[config.mk]
export PLATFORM = sky130hd
export DESIGN_NAME = sstx_top
export DESIGN_NICKNAME = d
export VERILOG_FILES = /design/src/hdl/sstx_pkg.sv /design/src/hdl/sstx_stream_if.sv /design/src/hdl/sstx_buf.sv /design/src/hdl/sstx_top.sv
export VERILOG_INCLUDE_DIRS = /design/src /design/src/hdl
export SDC_FILE = /design/constraint.sdc
export NUM_CORES = 1
export LEC_CHECK = 0
export BUFFER_PORTS_ARGS = -buffer_cell sky130_fd_sc_hd__buf_4
export CAP_MARGIN = 15
export CORE_ASPECT_RATIO = 0.9
export CORE_MARGIN = 2
export CORE_UTILIZATION = 35
export CTS_CLUSTER_SIZE = 12
export DETAILED_ROUTE_END_ITERATION = 10
export GPL_ROUTABILITY_DRIVEN = 0
export HOLD_SLACK_MARGIN = 0.08
export PLACE_DENSITY_LB_ADDON = 0.1
export RECOVER_POWER = 100
export SETUP_SLACK_MARGIN = 0.1
export SLEW_MARGIN = 20
export SYNTH_ARGS = -nofsm -noshare
export SYNTH_HDL_FRONTEND = slang
export SYNTH_SLANG_ARGS = --single-unit
[constraint.sdc]
create_clock -name clk_i -period 4.6 [get_ports clk_i]
set_clock_uncertainty 0.15 [all_clocks]
set_input_delay 0.69 -clock clk_i [delete_from_list [all_inputs] [get_ports clk_i]]
set_output_delay 0.69 -clock clk_i [all_outputs]
set_load 0.02 [all_outputs]
[src/hdl/sstx_defs.svh]
// Offsets, field positions, codes and timing counts of the frame and slow-channel transmitter
`ifndef SSTX_DEFS_SVH
`define SSTX_DEFS_SVH

`define SSTX_CLK_PERIOD_NS     10
`define SSTX_TICK_MIN_NS       500
`define SSTX_TICK_STEP_NS      250
`define SSTX_TICK_BASE_CYC     (`SSTX_TICK_MIN_NS / `SSTX_CLK_PERIOD_NS)
`define SSTX_TICK_STEP_CYC     (`SSTX_TICK_STEP_NS / `SSTX_CLK_PERIOD_NS)

`define SSTX_LOW_TICKS         16'h0005
`define SSTX_PAUSE_MIN_TICKS   16'h000c
`define SSTX_SYNC_TICKS        16'h0038
`define SSTX_NIB_BASE_TICKS    16'h000c
`define SSTX_SLOW_LAST_FRAME   5'h11
`define SSTX_SEQ_LAST          4'hb

`define SSTX_CFGA_LATCH_BIT    2
`define SSTX_CFGA_STARTUP_BIT  4
`define SSTX_CFGB_TICK_MSB     11
`define SSTX_CFGB_TICK_LSB     8
`define SSTX_CFGB_TYPE_MSB     14
`define SSTX_CFGB_TYPE_LSB     13

`define SSTX_ID_DIAG           8'h01
`define SSTX_ID_TYPE           8'h03
`define SSTX_ID_SN1_HI         8'h29
`define SSTX_ID_SN1_LO         8'h2a
`define SSTX_ID_SN2_HI         8'h2b
`define SSTX_ID_SN2_LO         8'h2c
`define SSTX_ID_MFR            8'h05
`define SSTX_ID_REV            8'h06
`define SSTX_ID_TEMP           8'h23
`define SSTX_ID_FIELD          8'h1c

`define SSTX_PROTO_REV         12'h004
`define SSTX_DIAG_FIXED        12'h800
`define SSTX_STARTUP_ALT       12'hffe

`define SSTX_TYPE_NONE         12'h050
`define SSTX_TYPE_DUAL_LIN     12'h056
`define SSTX_TYPE_DUAL_ANG     12'h065
`define SSTX_TYPE_DUAL_REL     12'h075
`define SSTX_TYPE_ONE_LIN      12'h051
`define SSTX_TYPE_ONE_ANG      12'h060
`define SSTX_TYPE_ONE_REL      12'h070
`define SSTX_TYPE_SEC_LIN      12'h055
`define SSTX_TYPE_SEC_ANG      12'h064
`define SSTX_TYPE_SEC_REL      12'h074

`define SSTX_CRC4_SEED         4'h5
`define SSTX_CRC4_POLY         4'hd
`define SSTX_CRC6_SEED         6'h15
`define SSTX_CRC6_POLY         6'h19

`endif

[src/hdl/sstx_pkg.sv]
// Types shared by the frame and slow-channel transmitter
package sstx_pkg;

  typedef enum logic [1:0] {
    FMT_SIX_DUAL     = 2'b00,
    FMT_THREE_SINGLE = 2'b01,
    FMT_SIX_SECURE   = 2'b10,
    FMT_RESERVED     = 2'b11
  } sstx_fmt_e;

  typedef enum logic [1:0] {
    ST_IDLE  = 2'b00,
    ST_SYNC  = 2'b01,
    ST_NIB   = 2'b10,
    ST_PAUSE = 2'b11
  } sstx_state_e;

endpackage

[src/hdl/sstx_stream_if.sv]
// Valid/ready stream carrying position samples between the buffer and the frame engine
`timescale 1ns/100ps
interface sstx_stream_if #(parameter int W = 25) ();
  logic         valid;
  logic         ready;
  logic [W-1:0] data;
  modport src (output valid, output data, input ready);
  modport snk (input valid, input data, output ready);
endinterface

[src/hdl/sstx_buf.sv]
// Two-entry sample buffer with valid and ready on both sides
`timescale 1ns/100ps
module sstx_buf #(
  parameter int W     = 25,
  parameter int DEPTH = 2
) (
  // Clock and reset
  input  wire logic   clk_i,
  input  wire logic   rst_i,
  // Streams
  sstx_stream_if.snk  in_s,
  sstx_stream_if.src  out_m
);
  localparam int AW = (DEPTH > 1) ? $clog2(DEPTH) : 1;

  logic [W-1:0]  mem_reg  [DEPTH];
  logic [W-1:0]  mem_next [DEPTH];
  logic [AW-1:0] wp_reg;
  logic [AW-1:0] wp_next;
  logic [AW-1:0] rp_reg;
  logic [AW-1:0] rp_next;
  logic [AW:0]   cnt_reg;
  logic [AW:0]   cnt_next;
  logic          push;
  logic          pop;

  assign in_s.ready  = (cnt_reg != (AW+1)'(DEPTH));
  assign out_m.valid = (cnt_reg != '0);
  assign out_m.data  = mem_reg[rp_reg];

  always_comb begin
    push     = in_s.valid && in_s.ready;
    pop      = out_m.valid && out_m.ready;
    mem_next = mem_reg;
    wp_next  = wp_reg;
    rp_next  = rp_reg;
    cnt_next = cnt_reg;
    if (push) begin
      mem_next[wp_reg] = in_s.data;
      wp_next          = (wp_reg == AW'(DEPTH - 1)) ? '0 : wp_reg + AW'(1);
    end
    if (pop) begin
      rp_next = (rp_reg == AW'(DEPTH - 1)) ? '0 : rp_reg + AW'(1);
    end
    if (push && !pop) begin
      cnt_next = cnt_reg + (AW+1)'(1);
    end else if (pop && !push) begin
      cnt_next = cnt_reg - (AW+1)'(1);
    end
  end

  always_ff @(posedge clk_i) begin
    if (rst_i) begin
      wp_reg  <= '0;
      rp_reg  <= '0;
      cnt_reg <= '0;
    end else begin
      wp_reg  <= wp_next;
      rp_reg  <= rp_next;
      cnt_reg <= cnt_next;
    end
  end

  // Storage needs no reset: entries are only read once counted
  always_ff @(posedge clk_i) begin
    mem_reg <= mem_next;
  end
endmodule

[src/hdl/sstx_top.sv]
// Single-wire frame transmitter with slow-channel message sequencer and tick timing
`timescale 1ns/100ps
`include "sstx_defs.svh"

// Operation
// - Diagnostic status travels on the slow channel under identifier 01h.
// - Diagnostic code always lies between 800h and 87Fh.
// - Code bits 0..3: memory, signal path, regulator, field amplitude faults.
// - Bits 4..6: temperature invalid, over/underflow, over-voltage; 7..10 zero; 11 one.
// - Sensor-type message selected by bits 14:13 of the second setup word.
// - Type 00 sends 050h; dual-channel six-nibble sends 056h, 065h, 075h.
// - Three-nibble single-channel format sends 051h, 060h, 070h.
// - Six-nibble secure format sends 055h, 064h, 074h.
// - Standard start-up sends zero data until the first valid measurement.
// - Alternative start-up, chosen by setup bit 4, sends 4094 until valid data.
// - Exactly one frame is emitted per position sample.
// - Frame data comes from the oldest buffered sample, taken at frame start.
// - Tick period 0.5 us plus 0.25 us per step of the tick selection code.
// - Tick selection comes from bits 11:8 of the second setup word.
// - Every pulse opens with a low phase of exactly five ticks.
// - The closing pause lasts at least twelve ticks.
// - Pause length adapts so the frame period equals frame_period_ticks_i whenever that leaves at least twelve pause ticks.
// - Slow messages use enhanced format, configuration bit zero, 12-bit data, 8-bit id.
// - Fixed twelve-message sequence with diagnostics in slots four, eight, twelve.
module sstx_top
  import sstx_pkg::*;
#(
  parameter logic [11:0] MFR_CODE = 12'h0a5  // Arbitrary neutral value
) (
  // Clock and reset
  input  wire logic        clk_i,
  input  wire logic        rst_i,
  // Configuration
  input  wire logic [15:0] config_word_a_i,
  input  wire logic [15:0] config_word_b_i,
  input  wire logic [1:0]  format_i,
  input  wire logic [15:0] frame_period_ticks_i,
  // Position samples
  input  wire logic        sample_valid_i,
  output logic             sample_ready_o,
  input  wire logic [23:0] sample_data_i,
  input  wire logic        sample_ok_i,
  // Slow-channel sources
  input  wire logic [6:0]  err_i,
  input  wire logic [15:0] serial_id1_i,
  input  wire logic [15:0] serial_id2_i,
  input  wire logic [11:0] temp_i,
  input  wire logic [11:0] field_i,
  // Line and status
  output logic             sent_out_o,
  output logic             sent_oe_n_o,
  output logic             frame_start_o,
  output logic             started_o
);

  sstx_stream_if #(.W(25)) in_if ();
  sstx_stream_if #(.W(25)) eng_if ();

  sstx_state_e state_reg, state_next;
  logic [8:0]  cyc_reg, cyc_next;
  logic [15:0] tick_reg, tick_next;
  logic [15:0] len_reg, len_next;
  logic [2:0]  nib_reg, nib_next;
  logic [15:0] used_reg, used_next;
  logic [23:0] word_reg, word_next;
  logic [3:0]  crc_reg, crc_next;
  logic [3:0]  stat_reg, stat_next;
  logic [4:0]  bit_reg, bit_next;
  logic [3:0]  msg_reg, msg_next;
  logic [7:0]  sid_reg, sid_next;
  logic [11:0] sdat_reg, sdat_next;
  logic [5:0]  scrc_reg, scrc_next;
  logic        started_reg, started_next;
  logic        start_reg, start_next;
  logic        line_reg, line_next;
  logic [6:0]  diag_reg, diag_next;

  logic [8:0]  tick_len;
  logic        tick_end;
  logic        pulse_end;
  logic [2:0]  n_data;
  logic        latch_on;
  logic [7:0]  tab_id;
  logic [11:0] tab_dat;
  logic [23:0] startup_word;
  logic [16:0] used_sum;
  logic [2:0]  nib_nx;
  logic [3:0]  nib_val;

  assign in_if.valid    = sample_valid_i;
  assign in_if.data     = {sample_ok_i, sample_data_i};
  assign sample_ready_o = in_if.ready;

  sstx_buf #(.W(25), .DEPTH(2)) u_buf (
    .clk_i (clk_i),
    .rst_i (rst_i),
    .in_s  (in_if),
    .out_m (eng_if)
  );

  // Bit 3 of the status nibble for slow frame k
  function automatic logic slow_b3(input logic [4:0] k, input logic [7:0] id);
    logic r;
    r = 1'b0;
    if (k < 5'd6) begin
      r = 1'b1;
    end else if (k >= 5'd8 && k <= 5'd11) begin
      r = id[15 - int'(k)];
    end else if (k >= 5'd13 && k <= 5'd16) begin
      r = id[16 - int'(k)];
    end
    return r;
  endfunction

  // Bit 2 of the status nibble: CRC first, then data MSB first
  function automatic logic slow_b2(input logic [4:0] k, input logic [11:0] d,
                                   input logic [5:0] c);
    logic r;
    if (k < 5'd6) begin
      r = c[5 - int'(k)];
    end else begin
      r = d[17 - int'(k)];
    end
    return r;
  endfunction

  // Slow-channel CRC over the 24 message bits, augmented by six zeros
  function automatic logic [5:0] crc6(input logic [7:0] id, input logic [11:0] d);
    logic [29:0] s;
    logic [5:0]  c;
    logic        fb;
    s = '0;
    for (int k = 6; k < 18; k++) begin
      s[29 - 2*(k-6)] = slow_b3(5'(k), id);
      s[28 - 2*(k-6)] = d[17 - k];
    end
    c = `SSTX_CRC6_SEED;
    for (int i = 29; i >= 0; i--) begin
      fb = c[5];
      c  = {c[4:0], s[i]};
      if (fb) begin
        c = c ^ `SSTX_CRC6_POLY;
      end
    end
    return c;
  endfunction

  // Frame CRC over n data nibbles, MSB first, with one zero nibble appended
  function automatic logic [3:0] crc4(input logic [23:0] w, input logic [2:0] n);
    logic [3:0] c;
    logic [3:0] r;
    c = `SSTX_CRC4_SEED;
    for (int i = 0; i <= 6; i++) begin
      if (i <= int'(n)) begin
        r = c;
        for (int b = 0; b < 4; b++) begin
          r = r[3] ? ({r[2:0], 1'b0} ^ `SSTX_CRC4_POLY) : {r[2:0], 1'b0};
        end
        c = (i == int'(n)) ? r : r ^ 4'(w >> (20 - 4*i));
      end
    end
    return c;
  endfunction

  function automatic logic [11:0] sensor_type(input logic [1:0] fmt, input logic [1:0] sel);
    logic [11:0] v;
    v = `SSTX_TYPE_NONE;
    if (sel != 2'b00) begin
      unique case (fmt)
        FMT_THREE_SINGLE: v = (sel == 2'b01) ? `SSTX_TYPE_ONE_LIN :
                              (sel == 2'b10) ? `SSTX_TYPE_ONE_ANG :
                                               `SSTX_TYPE_ONE_REL;
        FMT_SIX_SECURE:   v = (sel == 2'b01) ? `SSTX_TYPE_SEC_LIN :
                              (sel == 2'b10) ? `SSTX_TYPE_SEC_ANG :
                                               `SSTX_TYPE_SEC_REL;
        default:          v = (sel == 2'b01) ? `SSTX_TYPE_DUAL_LIN :
                              (sel == 2'b10) ? `SSTX_TYPE_DUAL_ANG :
                                               `SSTX_TYPE_DUAL_REL;
      endcase
    end
    return v;
  endfunction

  // Twelve-slot slow message sequence
  always_comb begin
    tab_id  = `SSTX_ID_DIAG;
    tab_dat = `SSTX_DIAG_FIXED | {5'h00, diag_reg};
    unique case (msg_reg)
      4'h0: begin
        tab_id  = `SSTX_ID_TYPE;
        tab_dat = sensor_type(format_i,
                  config_word_b_i[`SSTX_CFGB_TYPE_MSB:`SSTX_CFGB_TYPE_LSB]);
      end
      4'h1: begin tab_id = `SSTX_ID_SN1_HI; tab_dat = {4'h0, serial_id1_i[15:8]}; end
      4'h2: begin tab_id = `SSTX_ID_SN1_LO; tab_dat = {4'h0, serial_id1_i[7:0]}; end
      4'h4: begin tab_id = `SSTX_ID_SN2_HI; tab_dat = {4'h0, serial_id2_i[15:8]}; end
      4'h5: begin tab_id = `SSTX_ID_SN2_LO; tab_dat = {4'h0, serial_id2_i[7:0]}; end
      4'h6: begin tab_id = `SSTX_ID_MFR;    tab_dat = MFR_CODE;                   end
      4'h8: begin tab_id = `SSTX_ID_REV;    tab_dat = `SSTX_PROTO_REV;            end
      4'h9: begin tab_id = `SSTX_ID_TEMP;   tab_dat = temp_i;                     end
      4'ha: begin tab_id = `SSTX_ID_FIELD;  tab_dat = field_i;                    end
      default: begin
        tab_id  = `SSTX_ID_DIAG;
        tab_dat = `SSTX_DIAG_FIXED | {5'h00, diag_reg};
      end
    endcase
  end

  assign tick_len = 9'(`SSTX_TICK_BASE_CYC) + 9'(`SSTX_TICK_STEP_CYC) *
                    {5'h00, config_word_b_i[`SSTX_CFGB_TICK_MSB:`SSTX_CFGB_TICK_LSB]};
  assign tick_end     = (cyc_reg >= tick_len - 9'h001);
  assign pulse_end    = tick_end && (tick_reg == len_reg - 16'h0001);
  assign n_data       = (format_i == FMT_THREE_SINGLE) ? 3'h3 : 3'h6;
  assign latch_on     = config_word_a_i[`SSTX_CFGA_LATCH_BIT];
  assign startup_word = config_word_a_i[`SSTX_CFGA_STARTUP_BIT] ?
                        {`SSTX_STARTUP_ALT, `SSTX_STARTUP_ALT} : 24'h000000;
  assign used_sum     = {1'b0, used_reg} + {1'b0, len_reg};
  assign nib_nx       = nib_reg + 3'h1;
  assign nib_val      = (nib_nx == n_data + 3'h1) ? crc_reg :
                        4'(word_reg >> (5'd4 * (5'd6 - {2'b00, nib_nx})));

  always_comb begin
    state_next   = state_reg;
    cyc_next     = cyc_reg + 9'h001;
    tick_next    = tick_reg;
    len_next     = len_reg;
    nib_next     = nib_reg;
    used_next    = used_reg;
    word_next    = word_reg;
    crc_next     = crc_reg;
    stat_next    = stat_reg;
    bit_next     = bit_reg;
    msg_next     = msg_reg;
    sid_next     = sid_reg;
    sdat_next    = sdat_reg;
    scrc_next    = scrc_reg;
    started_next = started_reg;
    start_next   = 1'b0;
    eng_if.ready = 1'b0;
    // Latched faults stay until reported; a fault in the reporting cycle is kept
    diag_next    = latch_on ? (diag_reg | err_i) : err_i;
    if (tick_end) begin
      cyc_next  = '0;
      tick_next = tick_reg + 16'h0001;
    end
    unique case (state_reg)
      ST_IDLE: begin
        cyc_next  = '0;
        tick_next = '0;
        if (eng_if.valid) begin
          eng_if.ready = 1'b1;
          start_next   = 1'b1;
          started_next = started_reg | eng_if.data[24];
          word_next    = (eng_if.data[24] || started_reg) ?
                         eng_if.data[23:0] : startup_word;
          crc_next     = crc4(word_next, n_data);
          if (bit_reg == 5'h00) begin
            sid_next  = tab_id;
            sdat_next = tab_dat;
            scrc_next = crc6(tab_id, tab_dat);
            if (tab_id == `SSTX_ID_DIAG && latch_on) begin
              diag_next = err_i;
            end
          end
          stat_next = {slow_b3(bit_reg, sid_next),
                       slow_b2(bit_reg, sdat_next, scrc_next), 2'b00};
          if (bit_reg == `SSTX_SLOW_LAST_FRAME) begin
            bit_next = '0;
            msg_next = (msg_reg == `SSTX_SEQ_LAST) ? 4'h0 : msg_reg + 4'h1;
          end else begin
            bit_next = bit_reg + 5'h01;
          end
          state_next = ST_SYNC;
          len_next   = `SSTX_SYNC_TICKS;
          used_next  = `SSTX_SYNC_TICKS;
        end
      end
      ST_SYNC: begin
        if (pulse_end) begin
          state_next = ST_NIB;
          nib_next   = 3'h0;
          tick_next  = '0;
          len_next   = `SSTX_NIB_BASE_TICKS + {12'h000, stat_reg};
        end
      end
      ST_NIB: begin
        if (pulse_end) begin
          tick_next = '0;
          used_next = used_sum[15:0];
          if (nib_reg == n_data + 3'h1) begin
            state_next = ST_PAUSE;
            if ({1'b0, frame_period_ticks_i} >= used_sum + {1'b0, `SSTX_PAUSE_MIN_TICKS}) begin
              len_next = frame_period_ticks_i - used_sum[15:0];
            end else begin
              len_next = `SSTX_PAUSE_MIN_TICKS;
            end
          end else begin
            nib_next = nib_nx;
            len_next = `SSTX_NIB_BASE_TICKS + {12'h000, nib_val};
          end
        end
      end
      ST_PAUSE: begin
        if (pulse_end) begin
          state_next = ST_IDLE;
        end
      end
    endcase
    line_next = !((state_next != ST_IDLE) && (tick_next < `SSTX_LOW_TICKS));
  end

  always_ff @(posedge clk_i) begin
    if (rst_i) begin
      state_reg   <= ST_IDLE;
      cyc_reg     <= '0;
      tick_reg    <= '0;
      len_reg     <= '0;
      nib_reg     <= '0;
      used_reg    <= '0;
      word_reg    <= '0;
      crc_reg     <= '0;
      stat_reg    <= '0;
      bit_reg     <= '0;
      msg_reg     <= '0;
      sid_reg     <= '0;
      sdat_reg    <= '0;
      scrc_reg    <= '0;
      started_reg <= 1'b0;
      start_reg   <= 1'b0;
      line_reg    <= 1'b1;
      diag_reg    <= '0;
    end else begin
      state_reg   <= state_next;
      cyc_reg     <= cyc_next;
      tick_reg    <= tick_next;
      len_reg     <= len_next;
      nib_reg     <= nib_next;
      used_reg    <= used_next;
      word_reg    <= word_next;
      crc_reg     <= crc_next;
      stat_reg    <= stat_next;
      bit_reg     <= bit_next;
      msg_reg     <= msg_next;
      sid_reg     <= sid_next;
      sdat_reg    <= sdat_next;
      scrc_reg    <= scrc_next;
      started_reg <= started_next;
      start_reg   <= start_next;
      line_reg    <= line_next;
      diag_reg    <= diag_next;
    end
  end

  assign sent_out_o    = line_reg;
  assign sent_oe_n_o   = 1'b0;
  assign frame_start_o = start_reg;
  assign started_o     = started_reg;

endmodule

==> flow_metrics.tcl <==
set metrics [dict create \
    status "finished with violations" \
    failed_checks "max-capacitance violations, max-slew violations, negative setup slack" \
    io_buffers 120 \
    slowest_delay_ns 0.41 \
    grt_first_pass_wirelength_um 59700 \
    cp_slowest_cell "fa_2" \
    grt_pass1_vias 11400 \
    synth.distinct_cells 93 \
    required_ns 4.79 \
    die-area_sq_um 40300 \
    vias_per_cell 5.24 \
    worstPathCellList "buf_4, fa_2, a21oi_4, o21bai_4, a21o_1, a21oi_2, xnor2_1, nand4_1, nor4_2, nand3_1, xor2_1, ha_1, and4_1, a31oi_1, a21boi_1, o21ai_1, a211oi_2, o221ai_4, buf_4, o311ai_1, a41oi_1" \
    fin_crit_sh_pct 102 \
    p_leak_nw 6.42 \
    globalRouteOverflowTotal 0 \
    dp_hpwl_um 28000 \
    drt_iter0_drc 668 \
    relSlewSlack_pct -0.796 \
    worst_ir_drop_vdd_uv 287 \
    clkSlewWorstSetupHoldPaths_ns 0.08 \
    synth_top_family_by_area "compound AO/OA/AOI/OAI gates" \
    synthXorXnorAreaFrac_pct 12.0 \
    cts_num_sinks 191 \
    drive_gt1_share_pct 17.9 \
    root_buffer "clkbuf_16" \
    cts_max_path_buffers 2 \
    worstSetupEndpointType "flip-flop" \
    cts_htree_levels 4 \
    track_usage_pct 18.6 \
    cts_tree "yes" \
    fin_ws_ns -0.0807 \
    met2_length_um 16600 \
    synth_compound_area_share_pct 18.9 \
    worst_pin_slew_ns 1.51 \
    die_h_um 191 \
    wl_met3_um 1200 \
    wl_per_cell_um 16.5 \
    die_w_um 211 \
    synth_seq_cells 191 \
    wl_met1_um 18700 \
    powerDensity_nw_per_um2 457 \
    antenna_found_initial 0 \
    rsz0062_at_grt "true" \
    cap_violations 2 \
    final_max_slew_viol_count 26 \
    drcViolationCount 0 \
    hold_viol 0 \
    grt_max_degree 60 \
    hold_path.class "input pin to flip-flop" \
    core-area_sq_um 38300 \
    synthFlopType "dfxtp_1" \
    crit_type "flip-flop to flip-flop" \
    arrival_ns 4.87 \
    fin_nets 1966 \
    synth-simple-area-share_pct 18.5 \
    start_util_pct 35.4 \
    critPathMostFrequentCell "buf_4" \
    synth-seq-area-share_pct 31.9 \
    drt_wl_total_um 36800 \
    final_core_util_pct 42.5 \
    synth_nets 1797 \
    hold_depth 1 \
    crit_fanout 4 \
    synth.area.mux_share_pct 5.37 \
    syn2layout_area_growth_pct 20.2 \
    setup_tns_ns -0.639 \
    fin_crit_ns 4.68 \
    first_pass_iters 5 \
    synth_cells 1562 \
    cp-start-kind "flip-flop" \
    final_cell_mix "188 x buf_4, 172 x nor2_1, 137 x dfxtp_1, 121 x nand2_1, 116 x a21oi_1" \
    antenna_cells 0 \
    setup_viol 12 \
    cts_made_buffers 17 \
    avgSynthCellArea_sq_um 8.67 \
    synth-warning-count 0 \
    clock_latency_ns 0.47 \
    r2r_cells 21 \
    rows 68 \
    highest-signal-layer "met4" \
    ant_nets 0 \
    synthAdderAreaFrac_pct 8.85 \
    pre_cts_ws_ns -0.307 \
    synth_edf_count 50 \
    synth_async_sr_flop_share_pct 0 \
    syn_area_sq_um 13500 \
    vias 11700 \
    largest_register_ffs 50 \
    io_pins 146 \
    mostFrequentLayoutCell "buf_4" \
    max_freq_mhz 214 \
]
layout make-up:
class / instances / area, sq um
inverter: 59 / 221
sequential: 191 / 4330
fill: 3912 / 22000
timing repair buffer: 235 / 1710
tap: 490 / 613
clock inverter: 13 / 169
multi-input combinational: 1227 / 8800
clock buffer: 19 / 433
routing by layer:
metal  up-vias  GRT usage, %
li1       5985             -
met1      5493          25.9
met2       198          29.7
met3        28          3.38
met4         0          4.66
met5         -             0
worst max-delay path: cells and delay by family (launching register included):
family,cells,cell delay (ns)
AND/OR/NAND/NOR,4,0.85
flip-flops,1,0.34
AO/OA/AOI/OAI,11,1.79
buffers and inverters,2,0.34
XOR/XNOR,2,0.34
adder cells (fa/ha/maj),2,0.74
cells in the mapped netlist, types with 18 or more instances:
library cell  count  area [sq um]
a211oi_1         39           293
a21oi_1         121           606
clkbuf_1         51           191
dfxtp_1         141          2820
edfxtp_1         50          1500
ha_1             91          1140
inv_1            57           214
mux2i_1          40           400
nand2_1         121           454
nand3_1          46           230
nor2_1          174           653
nor2b_1          18           113
nor3_1           52           260
o21ai_0          48           240
xnor2_1          99           867
xor2_1           63           552
worst paths after layout:
check                         start           endpoint  slack (ns)
setup reg to reg        used_reg[1]         len_reg[3]       -0.08
hold / removal    sample_data_i[22]  u_buf.mem_reg[47]        0.28
hold reg to reg         word_reg[6]        word_reg[6]        0.31
setup / recovery        used_reg[1]         len_reg[3]       -0.08
through the flow:
stage	cell area, sq um	hold slack (ns)	cells	power [W]
floorplan	13600	0.279	1562	0.00495
global placement	15500	0.290	2190	0.00591
detailed placement	15500	0.299	2190	0.00594
CTS	16300	0.219	2230	0.00753
global route	16300	0.252	2234	0.00801
finish	16300	0.277	2234	0.00744
power by group:
group / internal (W) / leakage, nW / switching [W]
Clock: 0.000782 / 0.290 / 0.000758
Combinational: 0.00158 / 4.51 / 0.00209
Sequential: 0.00205 / 1.62 / 0.000180
timing repair:
action | CTS | global route
endpoints found under the setup margin | 16 | 18
hold buffers | 0 | 0
gates cloned | 1 | 0
setup buffers | 7 | 6
resized for setup | 23 | 20
pin swaps | 35 | 26
kinds of logic after synthesis:
family | after synthesis
and+or+nand+nor | 521
other | 1
muxes | 60
AOI/OAI and AO/OA | 380
buffers and inverters | 144
DFF | 191
adders and majority gates | 94
xor gates and xnor gates | 171
Note: power is estimated with default switching activity, not from simulation.
